==> config.mk <==
export PLATFORM = sky130hd
export DESIGN_NAME = jsa_dev_flat
export DESIGN_NICKNAME = d
export VERILOG_FILES = /design/src/jsa_pkg.sv /design/src/jsa_link_if.sv /design/src/jsa_dev.sv /design/src/flat_wrapper.sv
export SDC_FILE = /design/constraint.sdc
export NUM_CORES = 1
export LEC_CHECK = 0
export BUFFER_PORTS_ARGS = -buffer_cell sky130_fd_sc_hd__buf_2
export CAP_MARGIN = 20
export CELL_PAD_IN_SITES_DETAIL_PLACEMENT = 1
export CELL_PAD_IN_SITES_GLOBAL_PLACEMENT = 1
export CORE_AREA = 2 2 239 241
export DETAILED_ROUTE_END_ITERATION = 10
export DIE_AREA = 0 0 241 243
export PLACE_DENSITY_LB_ADDON = 0.3
export SLEW_MARGIN = 25
export SYNTH_ARGS = -nofsm -noshare
export SYNTH_HDL_FRONTEND = slang
export SYNTH_SLANG_ARGS = --single-unit
==> constraint.sdc <==
create_clock -name clk_i -period 66.4 [get_ports clk_i]
set_clock_uncertainty 0.15 [all_clocks]
set_input_delay 6.64 -clock clk_i [delete_from_list [all_inputs] [get_ports clk_i]]
set_output_delay 6.64 -clock clk_i [all_outputs]
set_load 0.05 [all_outputs]
==> src/jsa_pkg.sv <==
package jsa_pkg;
  // Scan chain geometry
  localparam int BND_LEN     = 134;
  localparam int PORT_PINS   = 64;
  localparam int PORT_BASE   = 6;
  localparam int RST_EN_4P   = 0;
  localparam int RST_IO_4P   = 1;
  localparam int RST_EN_8P   = 2;
  localparam int RST_IO_8P   = 3;
  localparam int XTAL_BIT    = 4;
  localparam int WPU_BIT     = 5;

  // Instruction register
  localparam int          IR_LEN        = 16;
  localparam logic [15:0] IR_EXTEST     = 16'h0000;
  localparam logic [15:0] IR_SAMPLE     = 16'h0002;
  localparam logic [15:0] IR_IDCODE     = 16'h0004;
  localparam logic [15:0] IR_BYPASS     = 16'hffff;
  localparam logic [15:0] IR_FLASH_CTRL = 16'h0082;
  localparam logic [15:0] IR_FLASH_DATA = 16'h0083;
  localparam logic [15:0] IR_RESET      = 16'h0000;
  localparam logic [15:0] IR_CAPTURE    = 16'h0001;

  // Identity word layout
  localparam int ID_LEN      = 32;
  localparam int ID_VER_LSB  = 28;
  localparam int ID_PART_LSB = 12;
  localparam int ID_MFR_LSB  = 1;

  // Indirect access word layout
  localparam int         IND_LEN  = 20;
  localparam int         IND_DATA = 18;
  localparam int         OP_MSB   = 19;
  localparam int         OP_LSB   = 18;
  localparam logic [1:0] OP_READ  = 2'h2;
  localparam logic [1:0] OP_WRITE = 2'h3;

  // Host controller register map and sequencing
  localparam logic [3:0] HOST_CTRL_ADDR = 4'h0;
  localparam logic [3:0] HOST_LEN_ADDR  = 4'h4;
  localparam logic [3:0] HOST_DATA_ADDR = 4'h8;
  localparam int         CTRL_GO        = 0;
  localparam int         CTRL_IR        = 1;
  localparam int         CTRL_RST       = 2;
  localparam int         TCK_HALF       = 8;
  localparam logic [7:0] RESET_STEPS    = 8'h05;

  typedef enum logic [3:0] {
    TAP_RESET, TAP_IDLE,
    TAP_SEL_DR, TAP_CAP_DR, TAP_SHIFT_DR, TAP_EXIT1_DR, TAP_PAUSE_DR, TAP_EXIT2_DR, TAP_UPD_DR,
    TAP_SEL_IR, TAP_CAP_IR, TAP_SHIFT_IR, TAP_EXIT1_IR, TAP_PAUSE_IR, TAP_EXIT2_IR, TAP_UPD_IR
  } jsa_tap_t;
endpackage

==> src/jsa_link_if.sv <==
`timescale 1ns/1ps
interface jsa_link_if;
  logic tck;
  logic tms;
  logic tdi;
  logic tdo;
  modport dev  (input tck, input tms, input tdi, output tdo);
  modport host (output tck, output tms, output tdi, input tdo);
endinterface

==> src/jsa_dev.sv <==
// Operation
// RULE1 - Boundary chain is one 134-bit shift path
// RULE2 - EXTEST captures and updates; SAMPLE only captures
// RULE3 - Four-port part: reset cells at 0,1
// RULE4 - Eight-port part: reset cells at 2,3
// RULE5 - Bit 4 captures clock pin, no update
// RULE6 - Bit 5 carries global weak-pullup enable
// RULE7 - Pin cells: even enable, odd data
// RULE8 - EXTEST forces all core inputs high
// RULE9 - BYPASS selects one-stage bypass register
// RULE10 - IDCODE shifts fixed 32-bit identity word
// RULE11 - Host selects register, then shifts commands
// RULE12 - Command: opcode 19:18, payload 17:0
// RULE13 - Opcode 0x poll, 10 read, 11 write
// RULE14 - Poll captures status, never updates
// RULE15 - Read starts after two shifted bits
// RULE16 - Write payload is left-justified at 17
// RULE17 - Host polls busy, keeps instruction steady
// RULE18 - Status word: zero, read data, busy
// RULE19 - Busy spans operation; commands meanwhile are held
// RULE20 - Command during busy waits for idle poll
// RULE21 - Read data right-justified above busy
// RULE22 - 16-bit instruction codes for scan and ID
// RULE23 - Codes 0x0082/0x0083 select indirect windows
`timescale 1ns/1ps
module jsa_dev import jsa_pkg::*; #(
  parameter bit          EIGHT_PORT = 1'b1,
  parameter logic [3:0]  ID_VERSION = 4'h1,  // Arbitrary value
  parameter logic [15:0] ID_PART    = 16'h00a5, // Arbitrary value
  parameter logic [10:0] ID_MFR     = 11'h05a  // Arbitrary value
) (
  // Clock and reset
  input  wire logic                 clk_i,
  input  wire logic                 rst_i,
  // Test link
  jsa_link_if.dev                   link,
  // Pins
  input  wire logic [PORT_PINS-1:0] port_pin_i,
  output logic      [PORT_PINS-1:0] port_pin_o,
  output logic      [PORT_PINS-1:0] port_pin_oe_o,
  output logic                      port_wpu_o,
  input  wire logic                 rst_pin_i,
  output logic                      rst_pin_o,
  output logic                      rst_pin_oe_o,
  input  wire logic                 external_clock_input_pin_i,
  // Core side of the pins
  input  wire logic [PORT_PINS-1:0] core_port_out_i,
  input  wire logic [PORT_PINS-1:0] core_port_oe_i,
  output logic      [PORT_PINS-1:0] core_port_in_o,
  input  wire logic                 core_wpu_i,
  input  wire logic                 core_rst_en_i,
  output logic                      core_rst_in_o,
  output logic                      core_xtal_o,
  // Indirect register access
  output logic                      ind_start_o,
  output logic                      ind_write_o,
  output logic                      target_register_select_o,
  output logic      [IND_DATA-1:0]  write_payload_o,
  input  wire logic                 ind_done_i,
  input  wire logic [IND_DATA-1:0]  read_payload_i
);
  localparam int SYNC_W = PORT_PINS + 5;
  localparam int RST_EN = EIGHT_PORT ? RST_EN_8P : RST_EN_4P; // RULE3 RULE4
  localparam int RST_IO = EIGHT_PORT ? RST_IO_8P : RST_IO_4P; // RULE3 RULE4

  function automatic int oe_cell(int i);
    return PORT_BASE + 2 * i;
  endfunction

  function automatic jsa_tap_t tap_next(jsa_tap_t s, logic tms);
    unique case (s)
      TAP_RESET:    return tms ? TAP_RESET    : TAP_IDLE;
      TAP_IDLE:     return tms ? TAP_SEL_DR   : TAP_IDLE;
      TAP_SEL_DR:   return tms ? TAP_SEL_IR   : TAP_CAP_DR;
      TAP_CAP_DR:   return tms ? TAP_EXIT1_DR : TAP_SHIFT_DR;
      TAP_SHIFT_DR: return tms ? TAP_EXIT1_DR : TAP_SHIFT_DR;
      TAP_EXIT1_DR: return tms ? TAP_UPD_DR   : TAP_PAUSE_DR;
      TAP_PAUSE_DR: return tms ? TAP_EXIT2_DR : TAP_PAUSE_DR;
      TAP_EXIT2_DR: return tms ? TAP_UPD_DR   : TAP_SHIFT_DR;
      TAP_UPD_DR:   return tms ? TAP_SEL_DR   : TAP_IDLE;
      TAP_SEL_IR:   return tms ? TAP_RESET    : TAP_CAP_IR;
      TAP_CAP_IR:   return tms ? TAP_EXIT1_IR : TAP_SHIFT_IR;
      TAP_SHIFT_IR: return tms ? TAP_EXIT1_IR : TAP_SHIFT_IR;
      TAP_EXIT1_IR: return tms ? TAP_UPD_IR   : TAP_PAUSE_IR;
      TAP_PAUSE_IR: return tms ? TAP_EXIT2_IR : TAP_PAUSE_IR;
      TAP_EXIT2_IR: return tms ? TAP_UPD_IR   : TAP_SHIFT_IR;
      TAP_UPD_IR:   return tms ? TAP_SEL_DR   : TAP_IDLE;
    endcase
  endfunction

  logic [SYNC_W-1:0]    sync1_q, sync2_q;
  logic                 tck_prev_q, tck_s, tms_s, tdi_s, xtal_s, rstp_s, rise, fall;
  logic [PORT_PINS-1:0] port_s;
  jsa_tap_t             tap_q;
  logic [IR_LEN-1:0]    ir_sh_q, ir_q;
  logic [BND_LEN-1:0]   bnd_sh_q, bnd_upd_q, cap_vec;
  logic [ID_LEN-1:0]    id_sh_q;
  logic                 byp_q, pend_q, busy_q;
  logic [IND_LEN-1:0]   ind_sh_q, pend_sh_q, cmd;
  logic [IND_DATA-1:0]  rd_q;
  logic                 sel_bnd, sel_id, sel_ind, extest, cap_dr, shf_dr, upd_dr;
  logic                 go_pend, go_new, dr_bit0;

  // Every link and pin input crosses two flops before use
  always_ff @(posedge clk_i or posedge rst_i) begin
    if (rst_i) begin
      sync1_q    <= '0;
      sync2_q    <= '0;
      tck_prev_q <= 1'b0;
    end else begin
      sync1_q    <= {port_pin_i, rst_pin_i, external_clock_input_pin_i,
                     link.tdi, link.tms, link.tck};
      sync2_q    <= sync1_q;
      tck_prev_q <= tck_s;
    end
  end

  assign {port_s, rstp_s, xtal_s, tdi_s, tms_s, tck_s} = sync2_q;
  assign rise   = tck_s & ~tck_prev_q;
  assign fall   = ~tck_s & tck_prev_q;

  // Instruction decode
  assign extest  = (ir_q == IR_EXTEST);                        // RULE22
  assign sel_bnd = extest || (ir_q == IR_SAMPLE);              // RULE22
  assign sel_id  = (ir_q == IR_IDCODE);                        // RULE22
  assign sel_ind = (ir_q == IR_FLASH_CTRL) || (ir_q == IR_FLASH_DATA); // RULE23
  assign cap_dr  = rise && (tap_q == TAP_CAP_DR);
  assign shf_dr  = rise && (tap_q == TAP_SHIFT_DR);
  assign upd_dr  = fall && (tap_q == TAP_UPD_DR);

  // Controller state and instruction register
  always_ff @(posedge clk_i or posedge rst_i) begin
    if (rst_i) begin
      tap_q   <= TAP_RESET;
      ir_sh_q <= '0;
      ir_q    <= IR_RESET;
    end else begin
      if (rise) begin
        tap_q <= tap_next(tap_q, tms_s);
        if (tap_q == TAP_CAP_IR) ir_sh_q <= IR_CAPTURE;
        if (tap_q == TAP_SHIFT_IR) ir_sh_q <= {tdi_s, ir_sh_q[IR_LEN-1:1]};
      end
      if (tap_q == TAP_RESET) ir_q <= IR_RESET;
      else if (fall && tap_q == TAP_UPD_IR) ir_q <= ir_sh_q;
    end
  end

  // Capture sources for every boundary cell
  always_comb begin
    cap_vec           = '0;
    cap_vec[RST_EN]   = core_rst_en_i;                         // RULE3 RULE4
    cap_vec[RST_IO]   = rstp_s;                                // RULE3 RULE4
    cap_vec[XTAL_BIT] = xtal_s;                                // RULE5
    cap_vec[WPU_BIT]  = core_wpu_i;                            // RULE6
    for (int i = 0; i < PORT_PINS; i++) begin
      cap_vec[oe_cell(i)]     = core_port_oe_i[i];             // RULE7
      cap_vec[oe_cell(i) + 1] = port_s[i];                     // RULE7
    end
  end

  // Boundary chain; update latches also take SAMPLE preload but drive only in EXTEST
  always_ff @(posedge clk_i or posedge rst_i) begin
    if (rst_i) begin
      bnd_sh_q  <= '0;
      bnd_upd_q <= '0;
    end else if (sel_bnd) begin
      if (cap_dr) bnd_sh_q <= cap_vec;                             // RULE2
      if (shf_dr) bnd_sh_q <= {tdi_s, bnd_sh_q[BND_LEN-1:1]};      // RULE1
      if (upd_dr) bnd_upd_q <= bnd_sh_q;
    end
  end

  // Pin and core drive; core inputs read high while pins are under test
  always_ff @(posedge clk_i or posedge rst_i) begin
    if (rst_i) begin
      port_pin_o     <= '0;
      port_pin_oe_o  <= '0;
      port_wpu_o     <= 1'b0;
      rst_pin_o      <= 1'b0;
      rst_pin_oe_o   <= 1'b0;
      core_port_in_o <= '1;
      core_rst_in_o  <= 1'b1;
      core_xtal_o    <= 1'b1;
    end else begin
      for (int i = 0; i < PORT_PINS; i++) begin
        port_pin_o[i]    <= extest ? bnd_upd_q[oe_cell(i) + 1] : core_port_out_i[i]; // RULE2 RULE7
        port_pin_oe_o[i] <= extest ? bnd_upd_q[oe_cell(i)] : core_port_oe_i[i];     // RULE7
      end
      port_wpu_o     <= extest ? bnd_upd_q[WPU_BIT] : core_wpu_i;  // RULE6
      rst_pin_o      <= extest ? bnd_upd_q[RST_IO] : 1'b0;         // RULE3 RULE4
      rst_pin_oe_o   <= extest ? bnd_upd_q[RST_EN] : core_rst_en_i; // RULE3 RULE4
      core_port_in_o <= extest ? '1 : port_s;                      // RULE8
      core_rst_in_o  <= extest ? 1'b1 : rstp_s;                    // RULE8
      core_xtal_o    <= extest ? 1'b1 : xtal_s;                    // RULE5 RULE8
    end
  end

  // Identity and bypass registers
  always_ff @(posedge clk_i or posedge rst_i) begin
    if (rst_i) begin
      id_sh_q <= '0;
      byp_q   <= 1'b0;
    end else begin
      if (sel_id && cap_dr) id_sh_q <= {ID_VERSION, ID_PART, ID_MFR, 1'b1}; // RULE10
      if (sel_id && shf_dr) id_sh_q <= {tdi_s, id_sh_q[ID_LEN-1:1]};       // RULE10
      if (cap_dr) byp_q <= 1'b0;                                           // RULE9
      if (shf_dr) byp_q <= tdi_s;                                          // RULE9
    end
  end

  // A held command starts at the first capture that finds the engine idle
  assign go_pend = sel_ind && cap_dr && pend_q && !busy_q;                      // RULE20
  assign go_new  = sel_ind && upd_dr && ind_sh_q[OP_MSB] && !busy_q && !go_pend; // RULE13 RULE14
  assign cmd     = go_pend ? pend_sh_q : ind_sh_q;

  // Indirect word shift path
  always_ff @(posedge clk_i or posedge rst_i) begin
    if (rst_i) begin
      ind_sh_q <= '0;
    end else if (sel_ind) begin
      if (cap_dr) ind_sh_q <= {1'b0, rd_q, busy_q};                  // RULE18 RULE21
      if (shf_dr) ind_sh_q <= {tdi_s, ind_sh_q[IND_LEN-1:1]};        // RULE12 RULE15 RULE16
    end
  end

  // Indirect operation engine
  always_ff @(posedge clk_i or posedge rst_i) begin
    if (rst_i) begin
      busy_q                   <= 1'b0;
      pend_q                   <= 1'b0;
      pend_sh_q                <= '0;
      rd_q                     <= '0;
      ind_start_o              <= 1'b0;
      ind_write_o              <= 1'b0;
      target_register_select_o <= 1'b0;
      write_payload_o          <= '0;
    end else begin
      ind_start_o <= 1'b0;
      if (ind_done_i && busy_q) begin
        busy_q <= 1'b0;                                              // RULE19
        if (!ind_write_o) rd_q <= read_payload_i;                    // RULE21
      end
      if (sel_ind && upd_dr && ind_sh_q[OP_MSB] && busy_q) begin
        pend_q    <= 1'b1;                                           // RULE19 RULE20
        pend_sh_q <= ind_sh_q;
      end
      if (go_pend || go_new) begin
        busy_q                   <= 1'b1;                            // RULE19
        pend_q                   <= 1'b0;
        ind_start_o              <= 1'b1;
        ind_write_o              <= (cmd[OP_MSB:OP_LSB] == OP_WRITE); // RULE13
        target_register_select_o <= (ir_q == IR_FLASH_DATA);         // RULE23
        write_payload_o          <= cmd[IND_DATA-1:0];               // RULE12 RULE16
      end
    end
  end

  // Outgoing bit of the selected register; unknown codes fall to bypass
  assign dr_bit0 = sel_bnd ? bnd_sh_q[0] :
                   sel_id  ? id_sh_q[0]  :
                   sel_ind ? ind_sh_q[0] : byp_q;                    // RULE9 RULE18

  // Data out changes on the falling link clock, as the link expects
  always_ff @(posedge clk_i or posedge rst_i) begin
    if (rst_i) begin
      link.tdo <= 1'b0;
    end else if (fall) begin
      link.tdo <= (tap_q == TAP_SHIFT_IR) ? ir_sh_q[0] :
                  (tap_q == TAP_SHIFT_DR) ? dr_bit0 : 1'b0;
    end
  end
endmodule

==> src/flat_wrapper.sv <==
// flat-port wrapper written by rule: the top's interface ports become plain ports
module jsa_dev_flat import jsa_pkg::*;
#(
  parameter bit          EIGHT_PORT = 1'b1,
  parameter logic [3:0]  ID_VERSION = 4'h1,                    
  parameter logic [15:0] ID_PART    = 16'h00a5,                   
  parameter logic [10:0] ID_MFR     = 11'h05a                    
)
  (clk_i, rst_i, port_pin_i, port_pin_o, port_pin_oe_o, port_wpu_o, rst_pin_i, rst_pin_o, rst_pin_oe_o, external_clock_input_pin_i, core_port_out_i, core_port_oe_i, core_port_in_o, core_wpu_i, core_rst_en_i, core_rst_in_o, core_xtal_o, ind_start_o, ind_write_o, target_register_select_o, write_payload_o, ind_done_i, read_payload_i, link_tck, link_tms, link_tdi, link_tdo);
  jsa_link_if link_i ();
  input  wire logic clk_i;
  input  wire logic rst_i;
  input  wire logic [PORT_PINS-1:0] port_pin_i;
  output logic      [PORT_PINS-1:0] port_pin_o;
  output logic      [PORT_PINS-1:0] port_pin_oe_o;
  output logic port_wpu_o;
  input  wire logic rst_pin_i;
  output logic rst_pin_o;
  output logic rst_pin_oe_o;
  input  wire logic external_clock_input_pin_i;
  input  wire logic [PORT_PINS-1:0] core_port_out_i;
  input  wire logic [PORT_PINS-1:0] core_port_oe_i;
  output logic      [PORT_PINS-1:0] core_port_in_o;
  input  wire logic core_wpu_i;
  input  wire logic core_rst_en_i;
  output logic core_rst_in_o;
  output logic core_xtal_o;
  output logic ind_start_o;
  output logic ind_write_o;
  output logic target_register_select_o;
  output logic      [IND_DATA-1:0] write_payload_o;
  input  wire logic ind_done_i;
  input  wire logic [IND_DATA-1:0] read_payload_i;
  input wire logic [$bits(link_i.tck)-1:0] link_tck;
  input wire logic [$bits(link_i.tms)-1:0] link_tms;
  input wire logic [$bits(link_i.tdi)-1:0] link_tdi;
  output wire logic [$bits(link_i.tdo)-1:0] link_tdo;
  assign link_i.tck = link_tck;
  assign link_i.tms = link_tms;
  assign link_i.tdi = link_tdi;
  assign link_tdo = link_i.tdo;
  jsa_dev #(.EIGHT_PORT(EIGHT_PORT), .ID_VERSION(ID_VERSION), .ID_PART(ID_PART), .ID_MFR(ID_MFR)) u_core (.clk_i(clk_i), .rst_i(rst_i), .link(link_i), .port_pin_i(port_pin_i), .port_pin_o(port_pin_o), .port_pin_oe_o(port_pin_oe_o), .port_wpu_o(port_wpu_o), .rst_pin_i(rst_pin_i), .rst_pin_o(rst_pin_o), .rst_pin_oe_o(rst_pin_oe_o), .external_clock_input_pin_i(external_clock_input_pin_i), .core_port_out_i(core_port_out_i), .core_port_oe_i(core_port_oe_i), .core_port_in_o(core_port_in_o), .core_wpu_i(core_wpu_i), .core_rst_en_i(core_rst_en_i), .core_rst_in_o(core_rst_in_o), .core_xtal_o(core_xtal_o), .ind_start_o(ind_start_o), .ind_write_o(ind_write_o), .target_register_select_o(target_register_select_o), .write_payload_o(write_payload_o), .ind_done_i(ind_done_i), .read_payload_i(read_payload_i));
endmodule
==> flow_summary.yaml, run 1 <==
yosys:
  syn_inst: 1801
  synth.avg_cell_area_um2: 15.7
  synth_ff_type: "dfrtp_1"
  synth_seq_cells: 752
  yosysSeqAreaShare: 0.668
  syn_area_um2: 28300
  syn_nets: 2021
  yosysWarningCount: 0
  synthArstFlopShare: 1.00
  synth_cell_type_count: 53
  synth_edf_count: 0
cts:
  cts.sinks: 752
  post-cts-setup-buffer-count: 0
  clock_path_buffers: 3
  clk_latency_ns: 0.61
  cts_hold_buffers: 0
  clkTransAtPathRegs_ns: 0.06
  cts_tree: "done"
  root_buffer: "clkbuf_16"
  h-tree-depth: 3
  numCtsBuffers: 77
  cts_resized: 0
route:
  via_per_inst: 5.35
  ant_nets: 0
  drc: 0
  num_vias: 16423
  drt-initial-drc-count: 716
  post_drt_wl_per_cell_um: 22.9
  firstDrtPassIters: 4
  wl_um: 70200
final_layout:
  final_cells: 3072
  final_common_cell: "dfrtp_1"
  mostFrequentLayoutCells: "dfrtp_1, mux2_2, buf_2, clkbuf_16, nand2_1"
  drive_gt1_frac: 0.525
  area_delta_synth_final_pct: 19.3
  nets: 2456
worst_setup_path:
  critical_path_required_ns: 66.92
  critical_path_class: "in2async"
  crit_arrival_ns: 9.93
  startpoint_type: "primary input"
  critPathCaptureType: "asynchronous set/reset pin"
  critPathMaxFanout: 140
power:
  p_int_uw: 941
  p_sw_frac: 0.318
  p_sw_uw: 439
  power.density_nw_per_um2: 40.9
  combinationalPowerShare: 0.221
  vdd_drop_max_mv: 0.0325
  p_clk_frac: 0.319
  power.leakage_nw: 16.3
  seqPwrFrac: 0.460
floorplan:
  die_h_um: 243
  start_util: 0.506
  core-area_um2: 56000
  ioPinCount: 439
  die-area_um2: 58600
  die_w_um: 241
  rows: 87
status:
  status: "complete, no violations"
sta:
  period_share: 0.142
  rsz0062_at_grt: "false"
  report.final.slew_viol_count: 0
  finalSetupViolCount: 0
  hold_slack_ns: 0.191
  setup-tns-final_ns: 0
  hold_viol_final: 0
  worst_pin_slew_ns: 1.03
  min_period_ns: 9.41
  slew-limit-headroom: 0.315
  max_freq_ghz: 0.106
placement:
  dp.cells: 2910
  gp_congestion: 0.768
  dp_hpwl_um: 43100
  io_buffer_count: 438
grt:
  grt_pass1_vias: 18551
  grt_first_pass_wirelength_um: 109000
  grt_overflow: 0
  antenna_found_initial: 20
  grtUsageTotal: 0.242
  grt_max_degree: 202
worst_hold_path:
  hold_class: "reg2reg"
flow_run:
  maxCapViolCount: 0
==> sequential cells by signal, indices dropped and copies added, names as in the netlist, 4 cells and up <==
| signal | flops |
|---|---|
| u_core.pend_sh_q | 20 |
| u_core.ind_sh_q | 20 |
| u_core.core_port_in_o | 64 |
| u_core.tap_q | 4 |
| u_core.bnd_upd_q | 131 |
| u_core.sync1_q | 69 |
| u_core.ir_sh_q | 16 |
| u_core.rd_q | 18 |
| u_core.sync2_q | 69 |
| u_core.port_pin_oe_o | 64 |
| u_core.write_payload_o | 18 |
| u_core.ir_q | 16 |
| u_core.id_sh_q | 32 |
| u_core.port_pin_o | 64 |
| u_core.bnd_sh_q | 134 |
==> final cells by class <==
class,instances,area [um2]
multi-input combinational,938,8860
antenna,15,37.5
timing repair buffer,460,2410
tap,756,946
inverter,7,33.8
clock inverter,33,324
fill,5301,22200
sequential,752,18900
clock buffer,111,2270
==> cells in the mapped netlist, drive strengths merged (10+ instances only) <==
cell     count  area, um2
mux2       600       6760
o22a        10       87.6
clkbuf      45        169
a22o        22        193
dfrtp      686      17200
nor2        12       47.6
buf         59        394
a2bb2oi     20        175
o22ai       20        125
nand2       74        278
dfstp       66       1730
o21ai       38        190
nand2b      70        438
==> kinds of logic (layout without fill, tap and decap cells) <==
family | count (synthesis) | in the layout | synth area share
flip-flops | 752 | 752 | 0.668
multiplexers | 603 | 603 | 0.240
AND/OR/NAND/NOR | 202 | 202 | 0.0388
AO/OA/AOI/OAI | 133 | 133 | 0.0330
buffers and inverters | 111 | 611 | 0.0208
other | 0 | 15 | 0
==> routing by layer <==
metal	wire, um	vias to the layer above	GRT usage
met5	97	-	0
met1	28200	8617	0.303
met3	3970	142	0.0523
met4	2030	14	0.0904
li1	-	7239	-
met2	35900	411	0.411
==> power by group through the flow <==
stage / registers, mW / clock network [mW] / logic [mW]
after floorplan: 0.708 / 0 / 0.142
after global placement: 0.631 / 0 / 0.292
after detailed placement: 0.639 / 0 / 0.302
after CTS: 0.634 / 0.451 / 0.308
after global routing: 0.648 / 0.468 / 0.324
final: 0.634 / 0.441 / 0.305
==> through the flow <==
step	total power [mW]	area, um2	utilization	setup slack, ns
after floorplan	0.850	28300	-	38.61
after global placement	0.923	31100	0.555	56.32
after detailed placement	0.941	31100	0.555	56.22
after CTS	1.39	33700	0.602	56.90
after global routing	1.44	33800	0.604	56.50
final	1.38	33800	0.604	56.99
==> worst paths after layout <==
path / from / endpoint / slack (ns) / depth (start not counted)
min in group asynchronous: rst_i / u_core.port_pin_o[28] / 6.03 / 2
setup reg to reg: u_core.tap_q[0] / u_core.target_register_select_o / 62.40 / 5
setup / recovery: rst_i / u_core.sync1_q[63] / 56.99 / 6
hold / removal: u_core.sync1_q[64] / u_core.sync2_q[64] / 0.19 / 0
hold reg to reg: u_core.sync1_q[64] / u_core.sync2_q[64] / 0.19 / 0
max in group clk_i: u_core.core_port_in_o[60] / core_port_in_o[60] / 58.18 / 1
==> worst max-delay path: stages <==
cell and delay [ns]:
buf_2 0.13, inv_8 0.55, buf_4 0.77, buf_4 0.69, buf_12 0.39, buf_16 0.50
No activity file was read; power rests on OpenSTA's default activity.
==> inputs of run 2 (changes only) <==
- ABC_AREA: unset -> 1
- CORE_AREA: 2 2 239 241 -> 2 2 253 255
- DIE_AREA: 0 0 241 243 -> 0 0 255 257
- clock period: 66.4 -> 9.1 ns (I/O delays scaled with it)
==> flow_summary.yaml, run 2 <==
route:
  post_drt_wl_per_cell_um: 19.8
  via_per_inst: 5.16
  drt-initial-drc-count: 1319
  ant_nets: 0
  firstDrtPassIters: 5
  wl_um: 75400
  drc: 0
  num_vias: 19647
cts:
  clock_path_buffers: 3
  clkTransAtPathRegs_ns: 0.06
  cts_resized: 0
  numCtsBuffers: 79
  h-tree-depth: 3
  cts_hold_buffers: 0
  clk_latency_ns: 0.63
  post-cts-setup-buffer-count: 0
  cts_tree: "done"
  root_buffer: "clkbuf_16"
  cts.sinks: 752
placement:
  dp_hpwl_um: 49200
  placed_area_um2: 30700
  place_ws_ns: 5.06
  io_buffer_count: 438
  gp_congestion: 0.821
grt:
  grt_overflow: 0
  grtUsageTotal: 0.232
  grt_pass1_vias: 21198
  grt_max_degree: 189
  grt_first_pass_wirelength_um: 118000
  antenna_found_initial: 21
floorplan:
  die-area_um2: 65500
  die_h_um: 257
  core-area_um2: 62700
  rows: 92
  die_w_um: 255
  start_util: 0.447
  ioPinCount: 439
yosys:
  synth_ff_type: "dfrtp_1"
  synth_seq_cells: 752
  synth_top_area_frac: 0.612
  synth.avg_cell_area_um2: 11.3
  synth_edf_count: 0
  synth_cell_type_count: 35
  yosysWarningCount: 0
  syn_area_um2: 28100
  syn_nets: 2695
  synth_commonest_cells: "dfrtp_1, nand2_1, inv_1, o21ai_0, o211ai_1"
  yosys-top-cells-area: "dfrtp_1, dfstp_2, nand2_1, o21ai_0, inv_1"
  synth.most_common_cell: "dfrtp_1"
  yosysSeqAreaShare: 0.674
  synthArstFlopShare: 1.00
  syn_inst: 2475
  yosys.area.top_type: "dfrtp_1"
worst_setup_path:
  cp_slowest_stage_delay_ns: 0.68
  worstRegToRegCells: 8
  startpoint_type: "flop"
  critPathCaptureType: "flop"
  crit_arrival_ns: 4.15
  r2r-start: "u_core.tap_q[0]"
  critical_path_class: "reg2reg"
  crit_path_start: "u_core.tap_q[0]"
  cp_slowest_cell: "nor2_4"
  r2r-end: "u_core.bnd_sh_q[91]"
  critPathMaxFanout: 111
  crit_chain: "nor2_2 > nand2_2 > nor2_4 > buf_4 > buf_6 > nand2_1 > o211ai_1 > o21ai_1"
  critical_path_required_ns: 9.41
  endpoint: "u_core.bnd_sh_q[91]"
  ff2ff_setup_slack_ns: 5.27
final_layout:
  top_register: "u_core.bnd_sh_q"
  fillers: 6788
  final_area_um2: 33500
  largest_register_ffs: 134
  area_delta_synth_final_pct: 19.5
  drive_gt1_frac: 0.262
  final_common_cell: "dfrtp_1"
  nets: 3098
  reg_top3: "u_core.bnd_sh_q: 134 flops, u_core.bnd_upd_q: 131 flops"
  mostFrequentLayoutCells: "dfrtp_1, buf_2, nand2_1, inv_1, o21ai_0"
sta:
  slew-limit-headroom: 0.384
  worst_pin_slew_ns: 0.923
  min_period_ns: 3.83
  setup-tns-final_ns: 0
  max_freq_ghz: 0.261
  finalSetupViolCount: 0
  hold_viol_final: 0
  report.final.slew_viol_count: 0
  setup_ws_ns: 5.27
  rsz0062_at_grt: "false"
  period_share: 0.421
worst_hold_path:
  hold_class: "reg2reg"
status:
  status: "complete, no violations"
power:
  vdd_drop_max_mv: 0.148
  power.density_nw_per_um2: 284
  power.leakage_nw: 16.0
  power_mw: 9.50
flow_run:
  maxCapViolCount: 0
-- run 2: worst min path at each step --
stage                       startpoint  cells past startpoint                  to  slack (ns)
finish              u_core.sync1_q[64]                      0  u_core.sync2_q[64]        0.19
global route        u_core.sync1_q[37]                      0  u_core.sync2_q[37]        0.20
CTS                 u_core.sync1_q[64]                      0  u_core.sync2_q[64]        0.20
detailed placement  u_core.sync1_q[26]                      0  u_core.sync2_q[26]        0.19
global placement    u_core.sync1_q[31]                      0  u_core.sync2_q[31]        0.18
floorplan            u_core.sync1_q[0]                      0   u_core.sync2_q[0]        0.18
-- run 2: critical path, delay by kind of cell (launching register included) --
family,cells,cell delay (ns)
simple gates,4,1.23
compound gates,2,0.26
buf+inv,2,1.27
flops,1,0.64
-- run 2: metal layers --
| layer | vias to the layer above | part of all wire | global-route usage |
|---|---|---|---|
| met5 | - | 0.00068 | 0 |
| li1 | 8938 | - | - |
| met1 | 10111 | 0.41 | 0.295 |
| met4 | 8 | 0.035 | 0.101 |
| met2 | 443 | 0.51 | 0.389 |
| met3 | 147 | 0.047 | 0.0402 |
-- run 2: final cells by class --
type | count | area [um2] | area share
clock inverters | 29 | 309 | 0.00922
diodes | 18 | 45.0 | 0.00134
flip-flops and latches | 752 | 18900 | 0.564
well taps | 846 | 1060 | 0.0316
inverters | 285 | 1070 | 0.0320
clock buffers | 119 | 2300 | 0.0686
repair buffers | 465 | 2530 | 0.0754
multi-input cells | 1295 | 7300 | 0.218
-- run 2: logic make-up after synthesis --
logic type / Yosys count / synth area share
compound gates: 582 / 0.117
buf+inv: 428 / 0.0665
flops: 752 / 0.674
mux: 149 / 0.0598
simple gates: 564 / 0.0825
-- run 2: through the flow --
stage / utilization / instances / hold slack, ns
after floorplan: - / 2475 / 0.181
after global placement: 0.490 / 3638 / 0.182
after detailed placement: 0.490 / 3639 / 0.186
after CTS: 0.532 / 3787 / 0.196
after global routing: 0.534 / 3806 / 0.200
final: 0.534 / 3809 / 0.192
-- run 2: report_power, final --
group          switching, mW  internal (mW)
clock network           1.34           1.88
logic                   1.44          0.533
registers              0.305           4.01
total                   3.09           6.42
